`src/verilog/euh_defines.svh`:
```
`ifndef EUH_DEFINES_SVH
`define EUH_DEFINES_SVH

// ----------------------------------------
// register byte offsets
// ----------------------------------------
`define EUH_OFS_WINDOW 8'h00
`define EUH_OFS_IER    8'h04
`define EUH_OFS_FCR    8'h08
`define EUH_OFS_LCR    8'h0C
`define EUH_OFS_MCR    8'h10
`define EUH_OFS_LSR    8'h14
`define EUH_OFS_PRESC  8'h18
`define EUH_OFS_ISR    8'h1C
`define EUH_OFS_IMR    8'h20
`define EUH_OFS_PINCFG 8'h24

// ----------------------------------------
// field positions
// ----------------------------------------
`define EUH_IER_RESET  7
`define EUH_IER_MODOE  6
`define EUH_IER_RTHI   5
`define EUH_IER_RTLO   4
`define EUH_LCR_DLS    7
`define EUH_FCR_EN     0
`define EUH_FCR_RCLR   1
`define EUH_FCR_TCLR   2
`define EUH_MCR_DTR    0
`define EUH_MCR_RTS    1
`define EUH_MCR_HALF   7
`define EUH_PIN_CS     0
`define EUH_PIN_AL     1
`define EUH_PIN_LCK    2

// ----------------------------------------
// reset values and counts
// ----------------------------------------
`define EUH_RST_IER    8'h00
`define EUH_RST_LCR    8'h00
`define EUH_RST_MCR    8'h00
`define EUH_RST_DLL    8'h00
`define EUH_RST_DLM    8'h80
`define EUH_RST_PRESC  8'h00
`define EUH_FIFO_DEPTH 4'h8
`define EUH_TX_LAST    4'h9
`define EUH_RX_LAST    4'h7
`define EUH_RESP_OKAY  2'h0
`define EUH_RESP_SLVER 2'h2

`endif

```
`src/verilog/euh_pkg.sv`:
```
package euh_pkg;

   typedef enum logic [1:0] {
      ROUTE_P2   = 2'b00,
      ROUTE_P4   = 2'b01,
      ROUTE_XCVR = 2'b10
   } euh_route_t;

   typedef enum logic [1:0] {
      IND_NONE = 2'b00,
      IND_P25  = 2'b01,
      IND_P44  = 2'b10
   } euh_ind_t;

   typedef enum logic [1:0] {
      TX_IDLE = 2'b00,
      TX_LOAD = 2'b01,
      TX_SEND = 2'b10
   } euh_tx_st_t;

   typedef enum logic [1:0] {
      RX_IDLE  = 2'b00,
      RX_START = 2'b01,
      RX_DATA  = 2'b10,
      RX_STOP  = 2'b11
   } euh_rx_st_t;

   typedef struct packed {
      logic p27_o;
      logic p27_oe;
      logic p44_o;
      logic p44_oe;
      logic p25_o;
      logic p25_oe;
      logic xcvr_tx_o;
      logic xcvr_de_o;
   } euh_pins_o_t;

   typedef struct packed {
      logic p26_i;
      logic p40_i;
      logic xcvr_rx_i;
   } euh_pins_i_t;

   typedef struct packed {
      logic rts_n;
      logic dtr_n;
      logic oe;
   } euh_modem_o_t;

endpackage

```
`src/verilog/euh_fifo.sv`:
```
`timescale 1ns/1ns
`include "euh_defines.svh"

module euh_fifo
   import euh_pkg::*;
(
   input  wire logic       clk_sys,
   input  wire logic       sys_rst,
   input  wire logic       clr,
   input  wire logic       one_deep,
   input  wire logic       push,
   input  wire logic [7:0] push_data,
   input  wire logic       pop,
   output logic            full,
   output logic            empty,
   output logic [7:0]      rd_data
);

   logic [7:0] mem_q [8];
   logic [2:0] wr_ptr_q;
   logic [2:0] rd_ptr_q;
   logic [3:0] cnt_q;
   logic [7:0] rd_data_q;
   logic       do_push;
   logic       do_pop;

   // one_deep models the plain holding register
   assign full    = one_deep ? (cnt_q != 4'h0)
                             : (cnt_q == `EUH_FIFO_DEPTH);
   assign empty   = (cnt_q == 4'h0);
   assign do_push = push & ~full;
   assign do_pop  = pop & ~empty;
   assign rd_data = rd_data_q;

   always_ff @(posedge clk_sys) begin
      if (do_push) mem_q[wr_ptr_q] <= push_data;
   end

   always_ff @(posedge clk_sys or posedge sys_rst) begin
      if (sys_rst) begin
         wr_ptr_q  <= 3'h0;
         rd_ptr_q  <= 3'h0;
         cnt_q     <= 4'h0;
         rd_data_q <= 8'h00;
      end else if (clr) begin
         wr_ptr_q <= 3'h0;
         rd_ptr_q <= 3'h0;
         cnt_q    <= 4'h0;
      end else begin
         if (do_push) wr_ptr_q <= wr_ptr_q + 3'h1;
         if (do_pop) rd_ptr_q <= rd_ptr_q + 3'h1;
         if (do_pop) rd_data_q <= mem_q[rd_ptr_q];
         cnt_q <= cnt_q + {3'h0, do_push} - {3'h0, do_pop};
      end
   end

endmodule // euh_fifo

```
`src/verilog/euh_pinroute.sv`:
```
`timescale 1ns/1ns

module euh_pinroute
   import euh_pkg::*;
(
   input  wire logic route_hi,
   input  wire logic route_lo,
   input  wire logic cs_oe,
   input  wire logic al_oe,
   input  wire logic lck_oe,
   output logic      term,
   output euh_route_t route,
   output euh_ind_t  ind
);

   assign term = ~((cs_oe & ~al_oe) | lck_oe);

   // ----------------------------------------
   // route table
   // ----------------------------------------
   always_comb begin
      unique case ({term, route_hi, route_lo})
         3'b000, 3'b100: begin
            route = ROUTE_P2;
            ind   = IND_NONE;
         end
         3'b010: begin
            route = ROUTE_P4;
            ind   = IND_NONE;
         end
         3'b001: begin
            route = ROUTE_P2;
            ind   = IND_P25;
         end
         3'b011: begin
            route = ROUTE_XCVR;
            ind   = IND_NONE;
         end
         3'b110: begin
            route = ROUTE_XCVR;
            ind   = IND_P44;
         end
         3'b101: begin
            route = ROUTE_XCVR;
            ind   = IND_P25;
         end
         3'b111: begin
            route = ROUTE_P2;
            ind   = IND_NONE;
         end
      endcase
   end

endmodule // euh_pinroute

```
`src/verilog/euh_top.sv`:
```
// The AXI4-Lite slave port and the register offsets were chosen for this implementation.
`timescale 1ns/1ns
`include "euh_defines.svh"

// Functional notes
// - window and IER only with select clear
// - window reads receive, writes transmit
// - received bytes pass through receive FIFO
// - written bytes queue, sent in order
// - IER bit 7 soft reset, self clearing
// - IER bit 6 gates RTS and DTR
// - IER bits 3..0 enable interrupt sources
// - route from two bits plus term
// - term is inverted bus enable combination
// - routes with term zero
// - routes with term one
// - transceiver routes drive differential pads
// - select set reaches divisor and prescaler
// - FCR bit 0 enables both FIFOs
module euh_top
   import euh_pkg::*;
(
   input  wire logic         clk_sys,
   input  wire logic         sys_rst,
   input  wire logic [7:0]   s_axi_awaddr,
   input  wire logic         s_axi_awvalid,
   output logic              s_axi_awready,
   input  wire logic [31:0]  s_axi_wdata,
   input  wire logic [3:0]   s_axi_wstrb,
   input  wire logic         s_axi_wvalid,
   output logic              s_axi_wready,
   output logic [1:0]        s_axi_bresp,
   output logic              s_axi_bvalid,
   input  wire logic         s_axi_bready,
   input  wire logic [7:0]   s_axi_araddr,
   input  wire logic         s_axi_arvalid,
   output logic              s_axi_arready,
   output logic [31:0]       s_axi_rdata,
   output logic [1:0]        s_axi_rresp,
   output logic              s_axi_rvalid,
   input  wire logic         s_axi_rready,
   input  wire euh_pins_i_t  pins_i,
   output euh_pins_o_t       pins_o,
   input  wire logic         cts_i,
   input  wire logic         dsr_i,
   output euh_modem_o_t      modem_o,
   output logic              irq
);

   logic [7:0]   ier_q, lcr_q, mcr_q, dll_q, dlm_q, presc_q, pincfg_q, wd;
   logic [7:0]   rd_mux, rxf_data, txf_data, lsr, rx_sh_q, psc_cnt_q;
   logic [7:0]   awaddr_q, araddr_q, rd_tab [16];
   logic [3:0]   isr_q, imr_q, ev, isr_d, tx_n_q, rx_n_q;
   logic [9:0]   wsel, tx_sh_q;
   logic [1:0]   bresp_q, rresp_q;
   logic [31:0]  rdata_q;
   logic [15:0]  tx_cnt_q, rx_cnt_q, div_raw, div_m1, div_half;
   logic         fifo_en_q, soft_q, oe_q, fe_q, rclr_q, tclr_q, cts_q, dsr_q;
   logic         txe_q, awready_q, wready_q, bvalid_q, arready_q, rvalid_q;
   logic         rpend_q, aw_have_q, w_have_q, wstrb0_q, irq_q, aw_take;
   logic         w_take, ar_take, do_wr, wr_en, aw_have_d, w_have_d;
   logic         bvalid_d, rvalid_d, dls, wa_err, ra_err, clr_isr, clr_lsr;
   logic         rxf_full, rxf_empty, rxf_pop, rxf_push, txf_full, txf_empty;
   logic         txf_pop, txf_push, term, tx_line, tx_act, rx_in, rx_done;
   logic         tick;
   euh_pins_o_t  pins_q, pins_d;
   euh_modem_o_t modem_q;
   euh_route_t   route;
   euh_ind_t     ind;
   euh_tx_st_t   tx_st_q;
   euh_rx_st_t   rx_st_q;

   // ----------------------------------------
   // bus handshakes and decode
   // ----------------------------------------
   assign aw_take   = s_axi_awvalid & awready_q;
   assign w_take    = s_axi_wvalid & wready_q;
   assign ar_take   = s_axi_arvalid & arready_q;
   assign do_wr     = aw_have_q & w_have_q & ~bvalid_q;
   assign wr_en     = do_wr & wstrb0_q;
   assign aw_have_d = (aw_have_q & ~do_wr) | aw_take;
   assign w_have_d  = (w_have_q & ~do_wr) | w_take;
   assign bvalid_d  = (bvalid_q & ~s_axi_bready) | do_wr;
   assign rvalid_d  = (rvalid_q & ~s_axi_rready) | rpend_q;

   always_ff @(posedge clk_sys or posedge sys_rst) begin
      if (sys_rst) begin
         {awready_q, wready_q, arready_q} <= 3'h7;
         {aw_have_q, w_have_q, bvalid_q, rvalid_q, rpend_q} <= 5'h00;
      end else begin
         {aw_have_q, w_have_q, bvalid_q} <= {aw_have_d, w_have_d, bvalid_d};
         awready_q <= ~aw_have_d & ~bvalid_d;
         wready_q  <= ~w_have_d & ~bvalid_d;
         rpend_q   <= ar_take;
         rvalid_q  <= rvalid_d;
         arready_q <= ~ar_take & ~rvalid_d;
      end
   end

   always_ff @(posedge clk_sys or posedge sys_rst) begin
      if (sys_rst) begin
         {awaddr_q, araddr_q, wd} <= 24'h000000;
         {bresp_q, rresp_q} <= {`EUH_RESP_OKAY, `EUH_RESP_OKAY};
         wstrb0_q <= 1'h0;
         rdata_q  <= 32'h00000000;
      end else begin
         if (aw_take) awaddr_q <= s_axi_awaddr;
         if (w_take) wd <= s_axi_wdata[7:0];
         if (w_take) wstrb0_q <= s_axi_wstrb[0];
         if (ar_take) araddr_q <= s_axi_araddr;
         if (do_wr) bresp_q <= wa_err ? `EUH_RESP_SLVER
                                      : `EUH_RESP_OKAY;
         if (rpend_q) rresp_q <= ra_err ? `EUH_RESP_SLVER
                                        : `EUH_RESP_OKAY;
         if (rpend_q) rdata_q <= {24'h000000, rd_mux};
      end
   end

   assign dls     = lcr_q[`EUH_LCR_DLS];
   assign wa_err  = (awaddr_q[1:0] != 2'h0) | (awaddr_q > `EUH_OFS_PINCFG);
   assign ra_err  = (araddr_q[1:0] != 2'h0) | (araddr_q > `EUH_OFS_PINCFG);
   // one-hot select of a write, indexed by word offset
   assign wsel    = (wr_en & ~wa_err) ? 10'h001 << awaddr_q[5:2] : 10'h000;
   assign clr_isr = rpend_q & (araddr_q == `EUH_OFS_ISR);
   assign clr_lsr = rpend_q & (araddr_q == `EUH_OFS_LSR);
   assign lsr = {1'h0, txf_empty & ~tx_act, txf_empty, 1'h0,
                 fe_q, 1'h0, oe_q, ~rxf_empty};
   // read values by word offset
   assign rd_tab[0] = dls ? dll_q : rxf_data;
   assign rd_tab[1] = dls ? dlm_q : {soft_q, ier_q[6:0]};
   assign rd_tab[2] = {{2{fifo_en_q}}, 5'h00, ~irq_q};
   assign rd_tab[3] = lcr_q;
   assign rd_tab[4] = mcr_q;
   assign rd_tab[5] = lsr;
   assign rd_tab[6] = dls ? presc_q : 8'h00;
   assign rd_tab[7] = {4'h0, isr_q};
   assign rd_tab[8] = {4'h0, imr_q};
   assign rd_tab[9] = pincfg_q;
   for (genvar i = 10; i < 16; i++) begin : g_rd_pad
      assign rd_tab[i] = 8'h00;
   end
   assign rd_mux = ra_err ? 8'h00 : rd_tab[araddr_q[5:2]];

   // ----------------------------------------
   // control registers and FIFOs
   // ----------------------------------------
   always_ff @(posedge clk_sys or posedge sys_rst) begin
      if (sys_rst) begin
         {ier_q, lcr_q, mcr_q} <= {`EUH_RST_IER, `EUH_RST_LCR, `EUH_RST_MCR};
         {dll_q, dlm_q} <= {`EUH_RST_DLL, `EUH_RST_DLM};
         presc_q <= `EUH_RST_PRESC;
         {imr_q, pincfg_q} <= 12'h000;
         {fifo_en_q, soft_q, rclr_q, tclr_q} <= 4'h0;
      end else begin
         soft_q <= wsel[1] & ~dls & wd[`EUH_IER_RESET];
         rclr_q <= wsel[2] & wd[`EUH_FCR_RCLR];
         tclr_q <= wsel[2] & wd[`EUH_FCR_TCLR];
         if (wsel[1] & ~dls) ier_q <= {1'h0, wd[6:0]};
         if (wsel[1] & dls) dlm_q <= wd;
         if (wsel[0] & dls) dll_q <= wd;
         if (wsel[6] & dls) presc_q <= wd;
         if (wsel[2]) fifo_en_q <= wd[`EUH_FCR_EN];
         if (wsel[3]) lcr_q <= wd;
         if (wsel[4]) mcr_q <= wd;
         if (wsel[8]) imr_q <= wd[3:0];
         if (wsel[9]) pincfg_q <= {5'h00, wd[2:0]};
      end
   end

   assign txf_push = wsel[0] & ~dls;
   assign txf_pop  = (tx_st_q == TX_IDLE) & ~txf_empty & ~soft_q;
   assign rxf_pop  = ar_take & (s_axi_araddr == `EUH_OFS_WINDOW)
                     & ~dls;
   assign rxf_push = rx_done & ~rxf_full;

   euh_fifo u_txf (
      .clk_sys   (clk_sys),
      .sys_rst   (sys_rst),
      .clr       (soft_q | tclr_q),
      .one_deep  (~fifo_en_q),
      .push      (txf_push),
      .push_data (wd),
      .pop       (txf_pop),
      .full      (txf_full),
      .empty     (txf_empty),
      .rd_data   (txf_data)
   );

   euh_fifo u_rxf (
      .clk_sys   (clk_sys),
      .sys_rst   (sys_rst),
      .clr       (soft_q | rclr_q),
      .one_deep  (~fifo_en_q),
      .push      (rxf_push),
      .push_data (rx_sh_q),
      .pop       (rxf_pop),
      .full      (rxf_full),
      .empty     (rxf_empty),
      .rd_data   (rxf_data)
   );

   assign div_raw  = {dlm_q, dll_q};
   assign div_m1   = (div_raw == 16'h0000) ? 16'h0000
                                           : div_raw - 16'h0001;
   assign div_half = {1'h0, div_m1[15:1]};
   assign tick     = (psc_cnt_q == presc_q);

   always_ff @(posedge clk_sys or posedge sys_rst) begin
      if (sys_rst) psc_cnt_q <= 8'h00;
      else psc_cnt_q <= tick ? 8'h00 : psc_cnt_q + 8'h01;
   end

   // ----------------------------------------
   // transmitter
   // ----------------------------------------
   assign tx_line = tx_sh_q[0];
   assign tx_act  = (tx_st_q != TX_IDLE);

   always_ff @(posedge clk_sys or posedge sys_rst) begin
      if (sys_rst) begin
         tx_st_q  <= TX_IDLE;
         tx_sh_q  <= 10'h3FF;
         tx_n_q   <= 4'h0;
         tx_cnt_q <= 16'h0000;
      end else if (soft_q) begin
         tx_st_q  <= TX_IDLE;
         tx_sh_q  <= 10'h3FF;
      end else begin
         unique case (tx_st_q)
            TX_IDLE: if (!txf_empty) tx_st_q <= TX_LOAD;
            TX_LOAD: begin
               tx_sh_q  <= {1'h1, txf_data, 1'h0};
               tx_n_q   <= 4'h0;
               tx_cnt_q <= 16'h0000;
               tx_st_q  <= TX_SEND;
            end
            TX_SEND: if (tick) begin
               if (tx_cnt_q == div_m1) begin
                  tx_cnt_q <= 16'h0000;
                  tx_sh_q  <= {1'h1, tx_sh_q[9:1]};
                  tx_n_q   <= tx_n_q + 4'h1;
                  if (tx_n_q == `EUH_TX_LAST) tx_st_q <= TX_IDLE;
               end else begin
                  tx_cnt_q <= tx_cnt_q + 16'h0001;
               end
            end
            default: tx_st_q <= TX_IDLE;
         endcase
      end
   end

   // ----------------------------------------
   // receiver
   // ----------------------------------------
   assign rx_done = (rx_st_q == RX_STOP) & tick & (rx_cnt_q == div_m1);

   always_ff @(posedge clk_sys or posedge sys_rst) begin
      if (sys_rst) begin
         rx_st_q  <= RX_IDLE;
         rx_sh_q  <= 8'h00;
         rx_n_q   <= 4'h0;
         rx_cnt_q <= 16'h0000;
      end else if (soft_q) begin
         rx_st_q  <= RX_IDLE;
      end else begin
         unique case (rx_st_q)
            RX_IDLE: if (!rx_in) begin
               rx_cnt_q <= 16'h0000;
               rx_st_q  <= RX_START;
            end
            RX_START: if (tick) begin
               if (rx_cnt_q == div_half) begin
                  rx_cnt_q <= 16'h0000;
                  rx_n_q   <= 4'h0;
                  rx_st_q  <= rx_in ? RX_IDLE : RX_DATA;
               end else begin
                  rx_cnt_q <= rx_cnt_q + 16'h0001;
               end
            end
            RX_DATA: if (tick) begin
               if (rx_cnt_q == div_m1) begin
                  rx_cnt_q <= 16'h0000;
                  rx_sh_q  <= {rx_in, rx_sh_q[7:1]};
                  rx_n_q   <= rx_n_q + 4'h1;
                  if (rx_n_q == `EUH_RX_LAST) rx_st_q <= RX_STOP;
               end else begin
                  rx_cnt_q <= rx_cnt_q + 16'h0001;
               end
            end
            RX_STOP: if (tick) begin
               if (rx_cnt_q == div_m1) rx_st_q <= RX_IDLE;
               else rx_cnt_q <= rx_cnt_q + 16'h0001;
            end
         endcase
      end
   end

   // ----------------------------------------
   // status and interrupt
   // ----------------------------------------
   assign ev[0] = rxf_push;
   assign ev[1] = txf_empty & ~txe_q;
   assign ev[2] = rx_done & (rxf_full | ~rx_in);
   assign ev[3] = (cts_i != cts_q) | (dsr_i != dsr_q);
   assign isr_d = (isr_q & ~{4{clr_isr}}) | ev; // set wins over read

   always_ff @(posedge clk_sys or posedge sys_rst) begin
      if (sys_rst) begin
         {isr_q, oe_q, fe_q} <= 6'h00;
         {txe_q, cts_q, dsr_q, irq_q} <= 4'h8;
      end else begin
         isr_q <= soft_q ? 4'h0 : isr_d;
         oe_q  <= ~soft_q & ((oe_q & ~clr_lsr) | (rx_done & rxf_full));
         fe_q  <= ~soft_q & ((fe_q & ~clr_lsr) | (rx_done & ~rx_in));
         txe_q <= txf_empty;
         {cts_q, dsr_q} <= {cts_i, dsr_i};
         irq_q <= |(isr_q & imr_q & ier_q[3:0]);
      end
   end

   // ----------------------------------------
   // pin routing
   // ----------------------------------------
   euh_pinroute u_route (
      .route_hi (ier_q[`EUH_IER_RTHI]),
      .route_lo (ier_q[`EUH_IER_RTLO]),
      .cs_oe    (pincfg_q[`EUH_PIN_CS]),
      .al_oe    (pincfg_q[`EUH_PIN_AL]),
      .lck_oe   (pincfg_q[`EUH_PIN_LCK]),
      .term     (term),
      .route    (route),
      .ind      (ind)
   );

   // own echo on the shared pair is masked in half duplex
   assign rx_in = (route == ROUTE_P4)   ? pins_i.p40_i :
                  (route == ROUTE_XCVR) ? (pins_i.xcvr_rx_i |
                     (mcr_q[`EUH_MCR_HALF] & tx_act)) :
                  pins_i.p26_i;

   assign pins_d.p27_o     = tx_line;
   assign pins_d.p27_oe    = (route == ROUTE_P2);
   assign pins_d.p44_o     = (route == ROUTE_P4) ? tx_line : tx_act;
   assign pins_d.p44_oe    = (route == ROUTE_P4) | (ind == IND_P44);
   assign pins_d.p25_o     = tx_act;
   assign pins_d.p25_oe    = (ind == IND_P25);
   assign pins_d.xcvr_tx_o = tx_line;
   assign pins_d.xcvr_de_o = (route == ROUTE_XCVR) & tx_act;

   always_ff @(posedge clk_sys or posedge sys_rst) begin
      if (sys_rst) begin
         pins_q  <= euh_pins_o_t'(8'h00);
         modem_q <= euh_modem_o_t'(3'h6);
      end else begin
         pins_q        <= pins_d;
         modem_q.oe    <= ier_q[`EUH_IER_MODOE];
         modem_q.rts_n <= ~(ier_q[`EUH_IER_MODOE] &
                            mcr_q[`EUH_MCR_RTS]);
         modem_q.dtr_n <= ~(ier_q[`EUH_IER_MODOE] &
                            mcr_q[`EUH_MCR_DTR]);
      end
   end

   assign {s_axi_awready, s_axi_wready, s_axi_arready} =
          {awready_q, wready_q, arready_q};
   assign {s_axi_bresp, s_axi_bvalid} = {bresp_q, bvalid_q};
   assign {s_axi_rdata, s_axi_rresp, s_axi_rvalid} =
          {rdata_q, rresp_q, rvalid_q};
   assign {pins_o, modem_o, irq} = {pins_q, modem_q, irq_q};

endmodule // euh_top

```
`config.mk`:
```
export PLATFORM = sky130hd
export DESIGN_NAME = euh_top
export DESIGN_NICKNAME = d
export VERILOG_FILES = /design/src/verilog/euh_pkg.sv /design/src/verilog/euh_fifo.sv /design/src/verilog/euh_pinroute.sv /design/src/verilog/euh_top.sv
export VERILOG_INCLUDE_DIRS = /design/src /design/src/verilog
export SDC_FILE = /design/constraint.sdc
export NUM_CORES = 1
export LEC_CHECK = 0
export BUFFER_PORTS_ARGS = -buffer_cell sky130_fd_sc_hd__buf_4
export CORE_AREA = 2 2 184 186
export CTS_CLUSTER_DIAMETER = 40
export DETAILED_ROUTE_END_ITERATION = 7
export DIE_AREA = 0 0 186 188
export GPL_TIMING_DRIVEN = 0
export PLACE_DENSITY = 0.86
export SLEW_MARGIN = 20
export SYNTH_ARGS = -nofsm -noshare
export SYNTH_HDL_FRONTEND = slang
export SYNTH_HIERARCHICAL = 1
export SYNTH_SLANG_ARGS = --single-unit
```
`constraint.sdc`:
```
create_clock -name clk_sys -period 5.6 [get_ports clk_sys]
set_input_delay 0.28 -clock clk_sys [delete_from_list [all_inputs] [get_ports clk_sys]]
set_output_delay 0.28 -clock clk_sys [all_outputs]
set_load 0.02 [all_outputs]
```
# ---- Word level (Yosys, flattened, before mapping)
# Memory sizes are Yosys's and may differ from the RTL's. A register that Yosys moved wholly into a read port is not among the register bits.
# Cells that the tools add are included.
dict set report op_classes {
  bitwise_logic 97
  n_shift 1
  reduce_logical 30
  magnitude_cmp 3
  n_mux 72
  eq_ne 42
  add_sub_neg 14
}
# cell n
set ops {}
lappend ops {{16-bit two-way mux} 10}
lappend ops {{16-bit one-hot mux with 4 select lines} 1}
lappend ops {{8-bit two-way mux} 7}
lappend ops {{1-bit AND} 49}
lappend ops {{10-bit two-way mux} 4}
lappend ops {{4-bit two-way mux} 9}
lappend ops {{2-bit two-way mux} 17}
lappend ops {{3-bit != test (second input constant)} 11}
lappend ops {{16-bit by 1-bit adder with 16-bit output (second input constant)} 2}
lappend ops {{8-bit binary-select mux with 4-bit select} 1}
lappend ops {{16-bit equality test} 2}
lappend ops {{16-bit one-hot mux with 2 select lines} 1}
lappend ops {{1-bit inverter} 27}
lappend ops {{3-bit two-way mux} 8}
lappend ops {{10-bit one-hot mux with 2 select lines} 1}
lappend ops {{2-bit != test (second input constant)} 9}
lappend ops {{2-bit nonzero test} 9}
lappend ops {{16-bit by 15-bit equality test with 1-bit output} 1}
lappend ops {{8-bit by 5-bit equality test with 1-bit output (second input constant)} 2}
lappend ops {{8-bit by 6-bit greater-than comparator with 1-bit output (second input constant)} 2}
lappend ops {{16-bit logical NOT} 1}
lappend ops {{4-bit one-hot mux with 2 select lines} 2}
lappend ops {{16-bit by 1-bit subtractor with 16-bit output (second input constant)} 1}
lappend ops {{1-bit bitwise OR} 15}
lappend ops {{other kinds (32)} 67}
dict set report word_totals {
  regBits 213
  mem_bits_ro 32
  wordCells 321
  mem_bits_rw 128
  memories 3
  out_inout_bits 53
}
# name words width read_ports rd_clocked_by_memory_dff write_ports line_no
set memory_table {}
lappend memory_table {u_rxf.mem_q 8 8 1 1 1 euh_fifo.sv:19} ;# logic [7:0] mem_q [8];
lappend memory_table {u_txf.mem_q 8 8 1 1 1 euh_fifo.sv:19}
lappend memory_table {{(no name shown)} 8 4 1 0 0 euh_pinroute.sv:22} ;# unique case ({term, route_hi, route_lo})

# ---- Logic depth before layout (Yosys ltp)
# An unclocked memory read counts as a cell.
dict set report logic_depth {
  depth_word 13
  depth_mapped 22
  mapped_depth_nobuf 20
}

# ---- Cells and area by module
# The synthesis kept the hierarchy.
# module area_each_um2 instances cells_per_inst
set by_module_without_submodules {}
lappend by_module_without_submodules {euh_top 11044.3 1 1131}
lappend by_module_without_submodules {{euh_fifo at u_txf} 3447.1 1 211}
lappend by_module_without_submodules {{euh_fifo at u_rxf} 3427.0 1 211}
lappend by_module_without_submodules {euh_pinroute 91.3 1 11}

# ---- Least setup slack after synthesis
# Ideal clock, no wire load.
dict set report synth_path {
  kind {flip-flop to flip-flop}
  from {reg dll_q[0]}
  to {mem u_rxf.mem_q[0][0] (enable)}
  period_less_slack_ns 4.795
  setup_slack_ns 0.805
  path_stages_with_launch 16
  path_buffers 1
  required_ns 5.205
  arrival_ns 4.400
  cell_sequence {dfrtp_1 > inv_1 > ha_1 > or3b_4 > nor4_4 > xor2_1 > mux2_2 > nor2_1 > and4b_1 > clkbuf_1 > nand2_1 > nor4_1 > inv_1 > a211oi_4 > inv_2 > nor4_1}
}
dict set report synth_via {
  elab_chain_len 8
  word_cells_on_any_way 9
}
# element line_no
set synth_lines {}
lappend synth_lines {{start, declared} euh_top.sv:50} ;# logic [7:0] ier_q, lcr_q, mcr_q, dll_q, dlm_q, presc_q, pincfg_q, wd;
lappend synth_lines {{start signal, assigned} euh_top.sv:150} ;# {dll_q, dlm_q} <= {`EUH_RST_DLL, `EUH_RST_DLM};
lappend synth_lines {{start signal, assigned} euh_top.sv:160} ;# if (wsel[0] & dls) dll_q <= wd;
lappend synth_lines {{16-bit by 1-bit subtractor with 16-bit output / 16-bit logical NOT (equally long branches)} {euh_top.sv:204, euh_top.sv:203}}
lappend synth_lines {{16-bit two-way mux *} euh_top.sv:203} ;# assign div_m1 = (div_raw == 16'h0000) ? 16'h0000
lappend synth_lines {{16-bit equality test *} euh_top.sv:255} ;# assign rx_done = (rx_st_q == RX_STOP) & tick & (rx_cnt_q == div_m1);
lappend synth_lines {{1-bit AND *} euh_top.sv:255}
lappend synth_lines {{1-bit AND *} euh_top.sv:174} ;# assign rxf_push = rx_done & ~rxf_full;
lappend synth_lines {{net rxf_push} euh_top.sv:63} ;# logic rxf_full, rxf_empty, rxf_pop, rxf_push, txf_full, txf_empty;
lappend synth_lines {{1-bit AND *} euh_fifo.sv:31} ;# assign do_push = push & ~full;
lappend synth_lines {{1-bit two-way mux *} euh_fifo.sv:36} ;# if (do_push) mem_q[wr_ptr_q] <= push_data;
lappend synth_lines {{1-bit two-way mux (not written as such) *} euh_fifo.sv:36}
lappend synth_lines {{end, declared} euh_fifo.sv:19}
# Mark *: on every way through the listed nets, which the timed path passes. The rest lies on a longest branch.

# ---- Final worst setup path
dict set report layout_path {
  from {reg dll_q[0]}
  to {reg u_rxf.cnt_q[2]}
}
dict set report layout_via {
  elab_chain_len 9
  word_cells_on_any_way 10
}
# element line_no
set layout_lines {}
lappend layout_lines {{16-bit by 1-bit subtractor with 16-bit output / 16-bit logical NOT (equally long branches)} {euh_top.sv:204, euh_top.sv:203}}
lappend layout_lines {{16-bit two-way mux *} euh_top.sv:203}
lappend layout_lines {{16-bit equality test *} euh_top.sv:255}
lappend layout_lines {{1-bit AND *} euh_top.sv:255}
lappend layout_lines {{1-bit AND *} euh_top.sv:174}
lappend layout_lines {{net rxf_push} euh_top.sv:63}
lappend layout_lines {{1-bit AND *} euh_fifo.sv:31}
lappend layout_lines {{4-bit by 1-bit adder with 4-bit output *} euh_fifo.sv:53} ;# cnt_q <= cnt_q + {3'h0, do_push} - {3'h0, do_pop};
lappend layout_lines {{4-bit by 1-bit subtractor with 4-bit output *} euh_fifo.sv:53}
lappend layout_lines {{4-bit two-way mux *} euh_fifo.sv:45} ;# end else if (clr) begin
lappend layout_lines {{end signal, assigned} euh_fifo.sv:53}
lappend layout_lines {{end, declared} euh_fifo.sv:22} ;# logic [3:0] cnt_q;
# Marked as above.
# A chain may end at the register's enable or synchronous reset.

==> out/metrics.cfg <==
[clocking]
clk_latency_ns = 0.57
root_buffer = clkbuf_16
clockBufferDepth = 3
tritoncts = built
cts-buffers-inserted = 42
clk_pin_slew_ns = 0.06
h-tree-depth = 2
cts.sink_count = 354

[route]
wl_um = 47500
vias_per_cell = 6.23
antenna_left = 0
wl_per_cell_um = 21.5
drc_errors = 0
dr.pass1.iters = 7
num_vias = 13800
drtIter0Drc = 1657

[setup_path]
setup.worst_path.end = u_rxf/cnt_q[2]$_DFF_PP0_
r2r_slack_ns = 0.22
cp.arrival_ns = 5.80
rr_startpoint = dll_q[0]$_DFFE_PP0P_
rr_worst_depth = 20
slowest_delay_ns = 0.57
setup.worst_path.end_class = flip-flop
cp_cell_sequence = inv_2 > ha_1 > or3b_4 > buf_6 > xnor2_1 > xnor2_1 > and4_1 > nor2_1 > and4bb_2 > nand2_1 > nor4_4 > inv_1 > a211oi_4 > inv_2 > ha_1 > inv_1 > ha_1 > fa_1 > xnor2_1 > nor2_1
path_buf_inv = 5
path_class = reg2reg
cp-startpoint = dll_q[0]$_DFFE_PP0P_
worst_path_max_delay_cell = xnor2_1
start_kind = flip-flop
cp_num_cells = 20
r2r-end = u_rxf/cnt_q[2]$_DFF_PP0_
crit_family = simple AND/OR/NAND/NOR gates
crit_required_ns = 6.02
crit_fanout = 10

[sta]
whs_ns = 0.0501
hold_viol_final = 0
worst_pin_slew_ns = 1.15
drv_slew = 0
max_freq_mhz = 186
setup_slack_ns = 0.218
fin_crit_sh_pct = 96.1
fin_crit_ns = 5.38
max_slew_margin_pct = 23.2
finalSetupViolations = 0
setup_tns_ns = 0
fin_skew_ns = 0.0263

[floorplanning]
fp-row-count = 67
core_area_sq_um = 33100
die_x_um = 186
io_pins = 117
die_h_um = 188
start_util_pct = 54.4
die_area_sq_um = 35000

[power]
power.leakage_nw = 8.76
peakVddDrop_mv = 0.444
power.total_mw = 8.68
p_per_area_nw_per_um2 = 413

[global_routing]
grt.met1_usage_pct = 38.0
grt_pass1_vias = 13600
grt_pass1_wl_um = 75400
grt_use_met2_pct = 43.8
use_met3_pct = 4.72
grt_start_max_net_pins = 103
top_usage_layer = met2
grt_overflow = 0
grt.total_usage_pct = 27.6
antenna_found_initial = 0

[min_path]
min_path_type = in2reg
hp-start = s_axi_bready

[run_status]
status = finished, final reports clean

[synthesis]
ys_warn_count = 6
syn-instance-count = 1563
synthesis.area_sq_um = 18000
syn_area_per_cell_sq_um = 11.5

[cells_and_area]
diodes = 0
fillerInstances = 2383
drive_gt1_share_pct = 19.5
area_delta_synth_final_pct = 16.6
fin_util_pct = 63.4
final_nets = 1822

[place]
dp_hpwl_um = 31400
gp_congestion = 0.962
dp_slack_ns = -0.384
portBuffers = 63

[run]
max-cap-violations = 0

[registers in the layout (all words and copies together), names as in the netlist, 9 cells and up]
name and cells:
u_txf/mem_q 64, tx_cnt_q 16, rx_cnt_q 16, u_rxf/mem_q 64, tx_sh_q 9
[area by class of cell]
type                    count  area, sq um  area share, %
multi-input cells        1053         7840           37.3
clock inverters            22          273           1.30
plain buffers             114          588           2.80
inverters                  67          259           1.23
clock buffers              55         1140           5.44
well taps                 448          561           2.67
repair buffers             97          816           3.89
flip-flops and latches    354         9520           45.3
[power breakdown]
group          total, mW  internal (mW)  switching [mW]
Sequential          3.58           3.17           0.404
Clock               2.78           1.65            1.13
Combinational       2.32          0.915            1.40
Total               8.68           5.74            2.94
[through the flow]
step,instances,instance area [sq um]
after detailed placement,2103,19200
after global placement,2099,19100
after floorplan,1588,18100
after global routing,2210,21000
after CTS,2209,21000
final,2210,21000
[repair_timing]
action,4_1_cts,5_1_grt
resized for setup,6,3
pin swaps,1,2
setup endpoints to repair,68,35
buffers inserted,1,1
hold endpoints to repair,150,0
hold buffers,28,0
[worst min path at each step]
stage                                     endpoint  slack [ns]  cells after the start
after floorplan           u_rxf/cnt_q[0]$_DFF_PP0_        0.22                      1
after global routing        s_axi_bvalid$_DFF_PP0_        0.04                      2
after global placement             cts_q$_DFF_PP0_        0.41                      1
after detailed placement           dsr_q$_DFF_PP0_        0.41                      1
final                       s_axi_bvalid$_DFF_PP0_        0.05                      2
after CTS                   s_axi_rvalid$_DFF_PP0_        0.01                      3
[placed cells by master (no fill, tap or decap), types with 59 or more instances in the layout]
cell type / count
edfxtp_1: 128
clkbuf_1: 62
mux2_2: 86
nor2_1: 84
a21oi_1: 59
buf_4: 97
mux2i_1: 95
inv_1: 60
nand2_1: 86
dfrtp_1: 210
[metal layers]
metal,up-vias,share of wire [%]
li1,6082,-
met1,6775,40
met2,772,48
met3,145,8.3
met4,0,3.5
met5,-,0
Note: power is estimated with default switching activity, not from simulation.
